$ cat config.mk
export PLATFORM = sky130hd
export DESIGN_NAME = zero_turnaround_sync_sram_port
export DESIGN_NICKNAME = d
export VERILOG_FILES = /design/src/rtl/zt_sram_pkg.sv /design/src/rtl/zero_turnaround_sync_sram_port.sv
export VERILOG_INCLUDE_DIRS = /design/src /design/src/rtl
export SDC_FILE = /design/constraint.sdc
export NUM_CORES = 1
export LEC_CHECK = 0
export BUFFER_PORTS_ARGS = -buffer_cell sky130_fd_sc_hd__buf_4
export CAP_MARGIN = 20
export CORE_AREA = 2 2 108 110
export CTS_CLUSTER_SIZE = 25
export DETAILED_ROUTE_END_ITERATION = 8
export DIE_AREA = 0 0 110 112
export PLACE_DENSITY = 0.84
export SETUP_SLACK_MARGIN = 0.4
export SKIP_CTS_REPAIR_TIMING = 1
export SLEW_MARGIN = 20
export SYNTH_ARGS = -nofsm -noshare
export SYNTH_HDL_FRONTEND = slang
export SYNTH_SLANG_ARGS = --single-unit
$ cat constraint.sdc
create_clock -name clk -period 5.8 [get_ports clk]
set_input_delay 1.16 -clock clk [delete_from_list [all_inputs] [get_ports clk]]
set_output_delay 1.16 -clock clk [all_outputs]
set_load 0.02 [all_outputs]
$ cat src/rtl/zt_sram_map.svh
// Purpose: Constants for the zero-turnaround synchronous SRAM port
// Assumes: Included by the package and the port module
// Notes:   Widths, lane count and burst encodings only
`ifndef ZT_SRAM_MAP_SVH
`define ZT_SRAM_MAP_SVH
`define ZT_ADDR_W      20
`define ZT_LANES       4
`define ZT_LANE_W      9
`define ZT_BURST_W     2
`define ZT_ORDER_LIN   1'b0
`define ZT_ORDER_ILV   1'b1
`define ZT_STEP_ONE    2'h1
`endif

$ cat src/rtl/zt_sram_pkg.sv
// Purpose: Types for the zero-turnaround synchronous SRAM port
// Assumes: Map header holds the numbers
// Notes:   Operating mode and command carrier
`include "zt_sram_map.svh"
package zt_sram_pkg;
	typedef enum logic [1:0] {
		MODE_DESEL,
		MODE_READ,
		MODE_WRITE
	} port_mode_t;

	typedef struct packed {
		logic select_low_primary_n;
		logic select_high_secondary;
		logic select_low_tertiary;
		logic load_or_step_strobe;
		logic write_n;
	} cmd_t;
endpackage

$ cat src/rtl/zero_turnaround_sync_sram_port.sv
// Purpose: Control, burst and lane logic of a no-dead-cycle sync SRAM
// Assumes: Inputs synchronous to clk; array access is external
// Notes:   Bus drive combines registered read state with async enable
`timescale 1ns/1ps
`default_nettype none
`include "zt_sram_map.svh"
module zero_turnaround_sync_sram_port
	import zt_sram_pkg::*;
#(
	parameter int ADDR_W = `ZT_ADDR_W,
	parameter int LANES  = `ZT_LANES,
	parameter int LANE_W = `ZT_LANE_W
) (
	input  wire logic                      clk,
	input  wire logic                      rstn,
	input  wire logic                      clock_enable_n,
	input  wire cmd_t                      cmd,
	input  wire logic [LANES-1:0]          lane_write_strobes_n,
	input  wire logic [ADDR_W-1:0]         ext_addr,
	input  wire logic                      burst_order_sel,
	input  wire logic                      output_enable_n,
	input  wire logic [LANES*LANE_W-1:0]   dq_in,
	output logic [LANES*LANE_W-1:0]        dq_out,
	output logic [LANES*LANE_W-1:0]        dq_oe,
	output logic [ADDR_W-1:0]              array_addr,
	output logic                           array_read,
	output logic                           array_write,
	output logic [LANES*LANE_W-1:0]        array_wdata,
	output logic [LANES*LANE_W-1:0]        array_bit_mask,
	input  wire logic [LANES*LANE_W-1:0]   array_rdata,
	output port_mode_t                     mode
);
	localparam int DW = LANES * LANE_W;

	initial begin
		if (ADDR_W < `ZT_BURST_W || LANES < 1 || LANE_W < 1)
			$error("Unsupported port geometry");
	end

	typedef struct packed {
		port_mode_t             mode;
		logic [ADDR_W-1:0]      addr;
		logic [ADDR_W-1:0]      start;
		logic [`ZT_BURST_W-1:0] step;
		logic                   wpend;
		logic [LANES-1:0]       wlanes;
		logic [DW-1:0]          rdata;
	} state_t;

	state_t s_q;
	state_t s_d;

	logic                   all_sel;
	logic                   any_lane_write_n;
	logic [`ZT_BURST_W-1:0] nstep;
	logic [`ZT_BURST_W-1:0] nlow;
	logic [DW-1:0]          lane_mask;

	assign all_sel = !cmd.select_low_primary_n && cmd.select_high_secondary
		&& !cmd.select_low_tertiary;
	assign any_lane_write_n = &lane_write_strobes_n;
	assign nstep = s_q.step + `ZT_STEP_ONE;

	always_comb begin
		if (burst_order_sel == `ZT_ORDER_ILV)
			nlow = s_q.start[`ZT_BURST_W-1:0] ^ nstep;
		else
			nlow = s_q.start[`ZT_BURST_W-1:0] + nstep;
	end

	genvar g;
	generate
		for (g = 0; g < LANES; g++) begin : g_lane
			assign lane_mask[g*LANE_W +: LANE_W] =
				{LANE_W{!s_q.wlanes[g]}};

		end
	endgenerate

	always_comb begin
		s_d = s_q;
		s_d.wpend = 1'b0;
		if (!clock_enable_n) begin
			s_d.rdata = array_rdata;
			if (!cmd.load_or_step_strobe) begin
				s_d.step  = '0;
				s_d.start = ext_addr;
				s_d.addr  = ext_addr;
				if (!all_sel) begin
					s_d.mode = MODE_DESEL;
				end else if (cmd.write_n) begin
					s_d.mode = MODE_READ;
				end else begin
					s_d.mode   = MODE_WRITE;
					s_d.wpend  = !any_lane_write_n;
					s_d.wlanes = lane_write_strobes_n;
				end
			end else begin
				s_d.step = nstep;
				s_d.addr = {s_q.start[ADDR_W-1:`ZT_BURST_W], nlow};
				if (s_q.mode == MODE_WRITE) begin
					s_d.wpend  = !any_lane_write_n;
					s_d.wlanes = lane_write_strobes_n;
				end
			end
		end else begin
			s_d.wpend = s_q.wpend;
		end
	end

	always_ff @(posedge clk) begin
		if (!rstn) begin
			s_q <= '0;
		end else begin
			s_q <= s_d;
		end
	end

	// Data phase one edge after the address, which is why stall holds wpend
	assign array_addr     = s_q.addr;
	assign array_read     = (s_q.mode == MODE_READ);
	assign array_write    = s_q.wpend && !clock_enable_n;
	assign array_wdata    = dq_in;
	assign array_bit_mask = lane_mask;
	assign mode           = s_q.mode;
	assign dq_out         = s_q.rdata;
	assign dq_oe = {DW{(s_q.mode == MODE_READ) && !output_enable_n}};
endmodule
`default_nettype wire

# Word level (Yosys, flattened, before mapping)
# Cells that the tools add are included.
dict set report totals {
  inputBits 106
  register_bits 85
  output_inout_bits 168
}
dict set report classes {
  addsub 2
  n_reduce_logical 17
  n_mux 8
  bitwise_logic 3
  eq_ne 4
}
# operator count
set op_table {}
lappend op_table {{$mux 20} 1}
lappend op_table {{$mux 5} 3}
lappend op_table {{$logic_not 1->1} 9}
lappend op_table {{$reduce_and 4->1} 2}
lappend op_table {{$mux 7} 1}
lappend op_table {{$mux 2} 3}
lappend op_table {{$logic_and 1x1->1} 4}
lappend op_table {{$ne 2x1->1 const B} 2}
lappend op_table {{$add 2x1->2 const B} 1}
lappend op_table {{$add 2x2->2} 1}
lappend op_table {{$eq 2x1->1 const B} 1}
lappend op_table {{$eq 2x2->1 const B} 1}
lappend op_table {{$not 1->1} 2}
lappend op_table {{$reduce_and 2->1} 1}
lappend op_table {{$reduce_bool 2->1} 1}
lappend op_table {{$xor 2x2->2} 1}

# Depth between registers and ports, before layout
# Gate-level depths: netlist of the first run.
dict set report logic_depth {
  depth_word 5
  mapped_depth 6
  mapped_depth_nobuf 6
}

# Least setup slack after synthesis of the first run
# No wires, ideal clock.
dict set report synth_timing {
  path_kind {input to output}
  start {input port output_enable_n}
  end {output port dq_oe[10]}
  path_slack_ps 875
  cell_stages 2
  arrival_ps 3765
  path_cell_list {nor3_1 > buf_4}
}
dict set report synth_via {
  elab_chain_cells 2
}
# item line_no
set synth_lines {}
lappend synth_lines {{from (decl)} zero_turnaround_sync_sram_port.sv:21} ;# input wire logic output_enable_n,
lappend synth_lines {{$logic_not 1->1} zero_turnaround_sync_sram_port.sv:127} ;# assign dq_oe = {DW{(s_q.mode == MODE_READ) && !output_enable_n}};
lappend synth_lines {{$logic_and 1x1->1} zero_turnaround_sync_sram_port.sv:127}
lappend synth_lines {{to (decl)} zero_turnaround_sync_sram_port.sv:24} ;# output logic [LANES*LANE_W-1:0] dq_oe,
# No other way between the ends.

# Worst setup path after layout of the first run
dict set report layout_timing {
  start {input port output_enable_n}
  end {output port dq_oe[25]}
}
# The elaborated chain is that of the path after synthesis.

==> results.toml, run 1 <==
[logic_synthesis]
ys_seq_area_frac = 0.375
synthArstFlopShare = 0
yosys_warnings = 0
synthTopCellsByArea = "dfxtp_1 (38%), buf_4 (28%), mux2i_1 (13%)"
syn_inst = 526
yosys_register_bits = 85
synthDistinctLibCells = 30
synth_fp_nets = 633
synth-edff-count = 0
yosysTopAreaCellShare = 0.375
synthTopCellsByCount = "buf_4 (167), dfxtp_1 (85), nor2_1 (82)"
syn_area_mm2 = 0.00454
postSynthAreaPerCell_um2 = 8.62
yosysTopAreaCell = "dfxtp_1"
yosys_most_used_dff = "dfxtp_1"
synth_most_common_cell = "buf_4"

[worst_setup_path]
cpLargestDelayFamily = "buffers and inverters"
max_stage_delay_ns = 0.32
cp.depth = 4
worst_ep_arrival_time_ns = 1.90
rr_worst_depth = 6
slowest_stage = "buf_4"
timing.critical_path.mode_cell = "buf_4"
startpoint_type = "input port"
cp_cell_sequence = "buf_4 -> nor3_2 -> buf_4 -> buf_4"
critPathMaxFanout = 36
path_class = "input port to primary output"
crit_path_end_kind = "primary output"
crit_required_ns = 4.64
timing.critical_path.buf_inv = 3

[placement]
gp_congestion = 0.751
post_dp_cell_area_mm2 = 0.00492
hpwl_um = 7070
port-buffer-count = 201
dp_cells = 689
pre_cts_ws_ns = 2.52

[power]
p_per_area_mw_per_mm2 = 261
p_total_mw = 1.36
p_leak_nw = 2.52
vdd_ir_drop_max_mv = 0.123

[die]
fp.coreArea_mm2 = 0.0112
die_w_um = 110
die_y_um = 112
start_util = 0.406
die_area_mm2 = 0.0123
num_io_pins = 274
rows = 39

[sta]
slew_violations = 0
fin_ws_ns = 2.74
min_period_ns = 3.06
setup_viol = 0
rsz0062_at_grt = "false"
finalHoldViolCount = 0
worst_pin_slew_ns = 0.714
setup_tns_ns = 0
finClkSkew_ns = 0.00592
period_share = 0.528
fmax_mhz = 327
whs_ns = 0.456
max-slew-margin-rel = 0.524

[routing]
dr.pass1.iters = 4
route.vias.total = 3187
drt-initial-drc-count = 85
ant_nets = 0
drc_errors = 0
wl_per_cell_um = 13.4
via_per_inst = 4.53
wl_um = 9400

[layout]
drive_above_1_share = 0.405
layout.nets = 664
antennaDiodeCount = 0
synthToLayoutAreaGrowth_pct = 14.6
final_cells = 704
final_core_util = 0.465
design_area_mm2 = 0.00520

[global_route]
grt_use_met1 = 0.152
antenna_found_initial = 0
overflow = 0
grt_pass1_vias = 3028
grtUsageMet3 = 0.0591
grt_max_degree = 56
grt_usage = 0.148
grt_pass1_wl_um = 14300
use_met2 = 0.257
top_usage_layer = "met2"

[clock_tree]
cts_buffers = 9
clock_tree.buffer_depth = 2
cts_tree = "yes"
cts_root_buf = "clkbuf_16"
clk_pin_slew_worst_paths_ns = 0.06
cts_sinks = 85
htreeDepth = 3
clk_latency_ns = 0.33

[hold_path]
hold_depth = 2
hold_path.class = "flip-flop to flip-flop"

[run_status]
outcome = "complete, no violations"

[job]
cap_violations = 0
## area by class of cell
class	instances	area [um^2]
Clock buffer	10	239
Clock inverter	5	37.5
Fill cell	1057	5980
Inverter	7	26.3
Multi-Input combinational cell	248	1470
Sequential cell	85	1700
Tap cell	143	179
Timing Repair Buffer	206	1550
## power by group
group          switching [mW]  internal (mW)  leakage (nW)  total (mW)
sequential             0.0167          0.613         0.697       0.630
combinational           0.106         0.0963          1.69       0.202
clock                   0.227          0.300         0.131       0.527
## final timing paths
kind,to,start,slack [ns]
max,dq_oe[25],output_enable_n,2.74
min reg2reg,s_q[59],s_q[59],0.46
min,s_q[59],s_q[59],0.46
max reg2reg,array_addr[0],s_q[41],4.43
## worst register-to-register path, cell delays in order, from the launching register on
cell     delay, ns
dfxtp_1       0.43
inv_1         0.09
ha_1          0.29
mux2i_1       0.20
nor2_1        0.06
a21oi_1       0.12
nor2_1        0.05
## kinds of logic after synthesis
group | count (synthesis) | synth area share
buf+inv | 193 | 0.302
simple gates | 135 | 0.121
flops | 85 | 0.375
mux | 59 | 0.130
compound gates | 50 | 0.0626
xor+xnor | 3 | 0.00579
fa+ha+maj | 1 | 0.00276
## flip-flops by register name, summed over array words and instances, names as in the netlist
signal and flops:
dq_out 36, s_q 27, array_addr 20, mode 2
## metal layers
layer / wire [um] / vias up
met1: 3500 / 1428
met4: 283 / 0
met3: 975 / 30
li1: - / 1583
met5: 0 / -
met2: 4640 / 146
## placed cells by master, fill, tap and decap left out
| cell | synthesis | routed |
|---|---|---|
| buf_4 | 167 | 206 |
| dfxtp_1 | 85 | 85 |
| nor2_1 | 82 | 82 |
| mux2i_1 | 59 | 59 |
| a21oi_1 | 44 | 44 |
| nand2_1 | 43 | 43 |
| clkbuf_16 | 0 | 9 |
| inv_1 | 7 | 6 |
| nor3_2 | 1 | 2 |
| xnor2_1 | 2 | 2 |
| clkinvlp_4 | 0 | 2 |
| clkinv_4 | 0 | 2 |
| nor2b_1 | 1 | 1 |
| inv_2 | 0 | 1 |
| nand2b_1 | 1 | 1 |
| xor2_1 | 1 | 1 |
| nor2b_4 | 1 | 1 |
| nor4b_1 | 1 | 1 |
| a31oi_1 | 1 | 1 |
| o21ai_0 | 1 | 1 |
| or2_0 | 1 | 1 |
| nor3b_2 | 1 | 1 |
| a22oi_1 | 1 | 1 |
| a211oi_1 | 1 | 1 |
| a32oi_4 | 1 | 1 |
| a41o_1 | 1 | 1 |
| nor3b_1 | 1 | 1 |
| nand3_1 | 1 | 1 |
| ha_1 | 1 | 1 |
| clkbuf_8 | 0 | 1 |
| clkinv_2 | 0 | 1 |
Power figures use the tool's default switching activity.
==> run 2: changes to the inputs <==
--- a/config.mk
+++ b/config.mk
@@ -8,11 +8,10 @@
 export LEC_CHECK = 0
 export BUFFER_PORTS_ARGS = -buffer_cell sky130_fd_sc_hd__buf_4
 export CAP_MARGIN = 20
-export CORE_AREA = 2 2 108 110
+export CORE_UTILIZATION = 40
 export CTS_CLUSTER_SIZE = 25
 export DETAILED_ROUTE_END_ITERATION = 8
-export DIE_AREA = 0 0 110 112
-export PLACE_DENSITY = 0.84
+export PLACE_DENSITY = 0.86
 export SETUP_SLACK_MARGIN = 0.4
 export SKIP_CTS_REPAIR_TIMING = 1
 export SLEW_MARGIN = 20
==> constraint.sdc (replaced) <==
create_clock -name clk -period 2.76 [get_ports clk]
set_input_delay 0.552 -clock clk [delete_from_list [all_inputs] [get_ports clk]]
set_output_delay 0.552 -clock clk [all_outputs]
set_load 0.02 [all_outputs]
==> results.toml, run 2 (synthesized netlist as in run 1, its figures left out) <==
[worst_setup_path]
crit_required_ns = 2.21
path_class = "flip-flop to primary output"
worst_ep_arrival_time_ns = 1.55
crit_path_end_kind = "primary output"
r2r_start = "s_q[41]"
critPathLaunch = "mode[0]"
critPathMaxFanout = 36
startpoint_type = "flip-flop"

[routing]
drt-initial-drc-count = 136
via_per_inst = 4.57
wl_um = 9450
ant_nets = 0
dr.pass1.iters = 7
route.vias.total = 3204
wl_per_cell_um = 13.5
drc_errors = 0

[hold_path]
hp-start = "array_rdata[1]"
hold_path.class = "input port to flip-flop"

[clock_tree]
cts_sinks = 85
cts_tree = "yes"
cts_root_buf = "clkbuf_16"
cts_buffers = 9
clk_latency_ns = 0.32
clock_tree.buffer_depth = 2
clk_pin_slew_worst_paths_ns = 0.06
htreeDepth = 3

[sta]
period_share = 0.763
fin_ws_ns = 0.654
whs_ns = 0.456
max-slew-margin-rel = 0.556
setup_tns_ns = 0
fmax_mhz = 475
worst_pin_slew_ns = 0.665
rsz0062_at_grt = "false"
setup_viol = 0
finalHoldViolCount = 0
finClkSkew_ns = 0.00419
slew_violations = 0
min_period_ns = 2.11

[layout]
antennaDiodeCount = 0
layout.nets = 665
mostFrequentLayoutCells = "buf_4 (206), dfxtp_1 (85), nor2_1 (82)"
final_cells = 701
largest_reg_flops = 36
final_core_util = 0.480
drive_above_1_share = 0.403
layout.cells.most_common = "buf_4"
design_area_mm2 = 0.00525
synthToLayoutAreaGrowth_pct = 15.6

[die]
fp.coreArea_mm2 = 0.0109
die_area_mm2 = 0.0118
num_io_pins = 274
rows = 38
die_y_um = 108
die_w_um = 108
start_util = 0.415

[placement]
hpwl_um = 7040
gp_congestion = 0.732
port-buffer-count = 201
post_dp_cell_area_mm2 = 0.00494
dp_cells = 687
pre_cts_ws_ns = 0.853

[global_route]
use_met2 = 0.279
grt_usage = 0.156
top_usage_layer = "met2"
grt_pass1_wl_um = 14200
grt_max_degree = 50
grt_use_met1 = 0.174
overflow = 0
grt_pass1_vias = 2948
antenna_found_initial = 0
grtUsageMet3 = 0.0470

[run_status]
outcome = "complete, no violations"

[power]
p_total_mw = 2.96
p_per_area_mw_per_mm2 = 564
p_leak_nw = 2.55
vdd_ir_drop_max_mv = 0.297

[job]
cap_violations = 0
run 2: changes by cell type in the layout (fill, tap and decap cells not counted), sizes merged:
cell	previous run	this run
bufinv	0	1
buf	206	207
clkinvlp	2	0
clkinv	3	0
clkbuf	10	13
run 2: area by class of cell:
cell class	instances	area, um^2
sequential	85	1700
timing repair buffer	207	1570
fill	1043	5690
clock buffer	13	270
clock inverter	1	30.0
multi-input combinational	248	1480
inverter	7	26.3
tap	140	175
run 2: path summary, 6_finish.rpt:
kind | endpoint | slack (ns) | cells past startpoint
max reg2reg | array_addr[0] | 1.48 | 6
max | dq_oe[33] | 0.65 | 4
min | dq_out[1] | 0.46 | 3
min reg2reg | s_q[56] | 0.46 | 2
run 2: per-layer routing:
layer / part of all wire / vias up
li1: - / 1581
met1: 0.38 / 1465
met2: 0.53 / 141
met3: 0.073 / 17
met4: 0.017 / 0
met5: 0 / -
run 2: power breakdown:
| group | leakage (nW) | internal [mW] | switching [mW] |
|---|---|---|---|
| registers | 0.697 | 1.29 | 0.0348 |
| clock network | 0.148 | 0.765 | 0.440 |
| logic | 1.70 | 0.205 | 0.224 |
| total | 2.55 | 2.26 | 0.699 |
run 2: critical path, cell delays in order (launching register included):
cell and delay [ns]:
dfxtp_1 0.35, inv_1 0.12, nor3_4 0.20, buf_4 0.34
buf_4 0.21
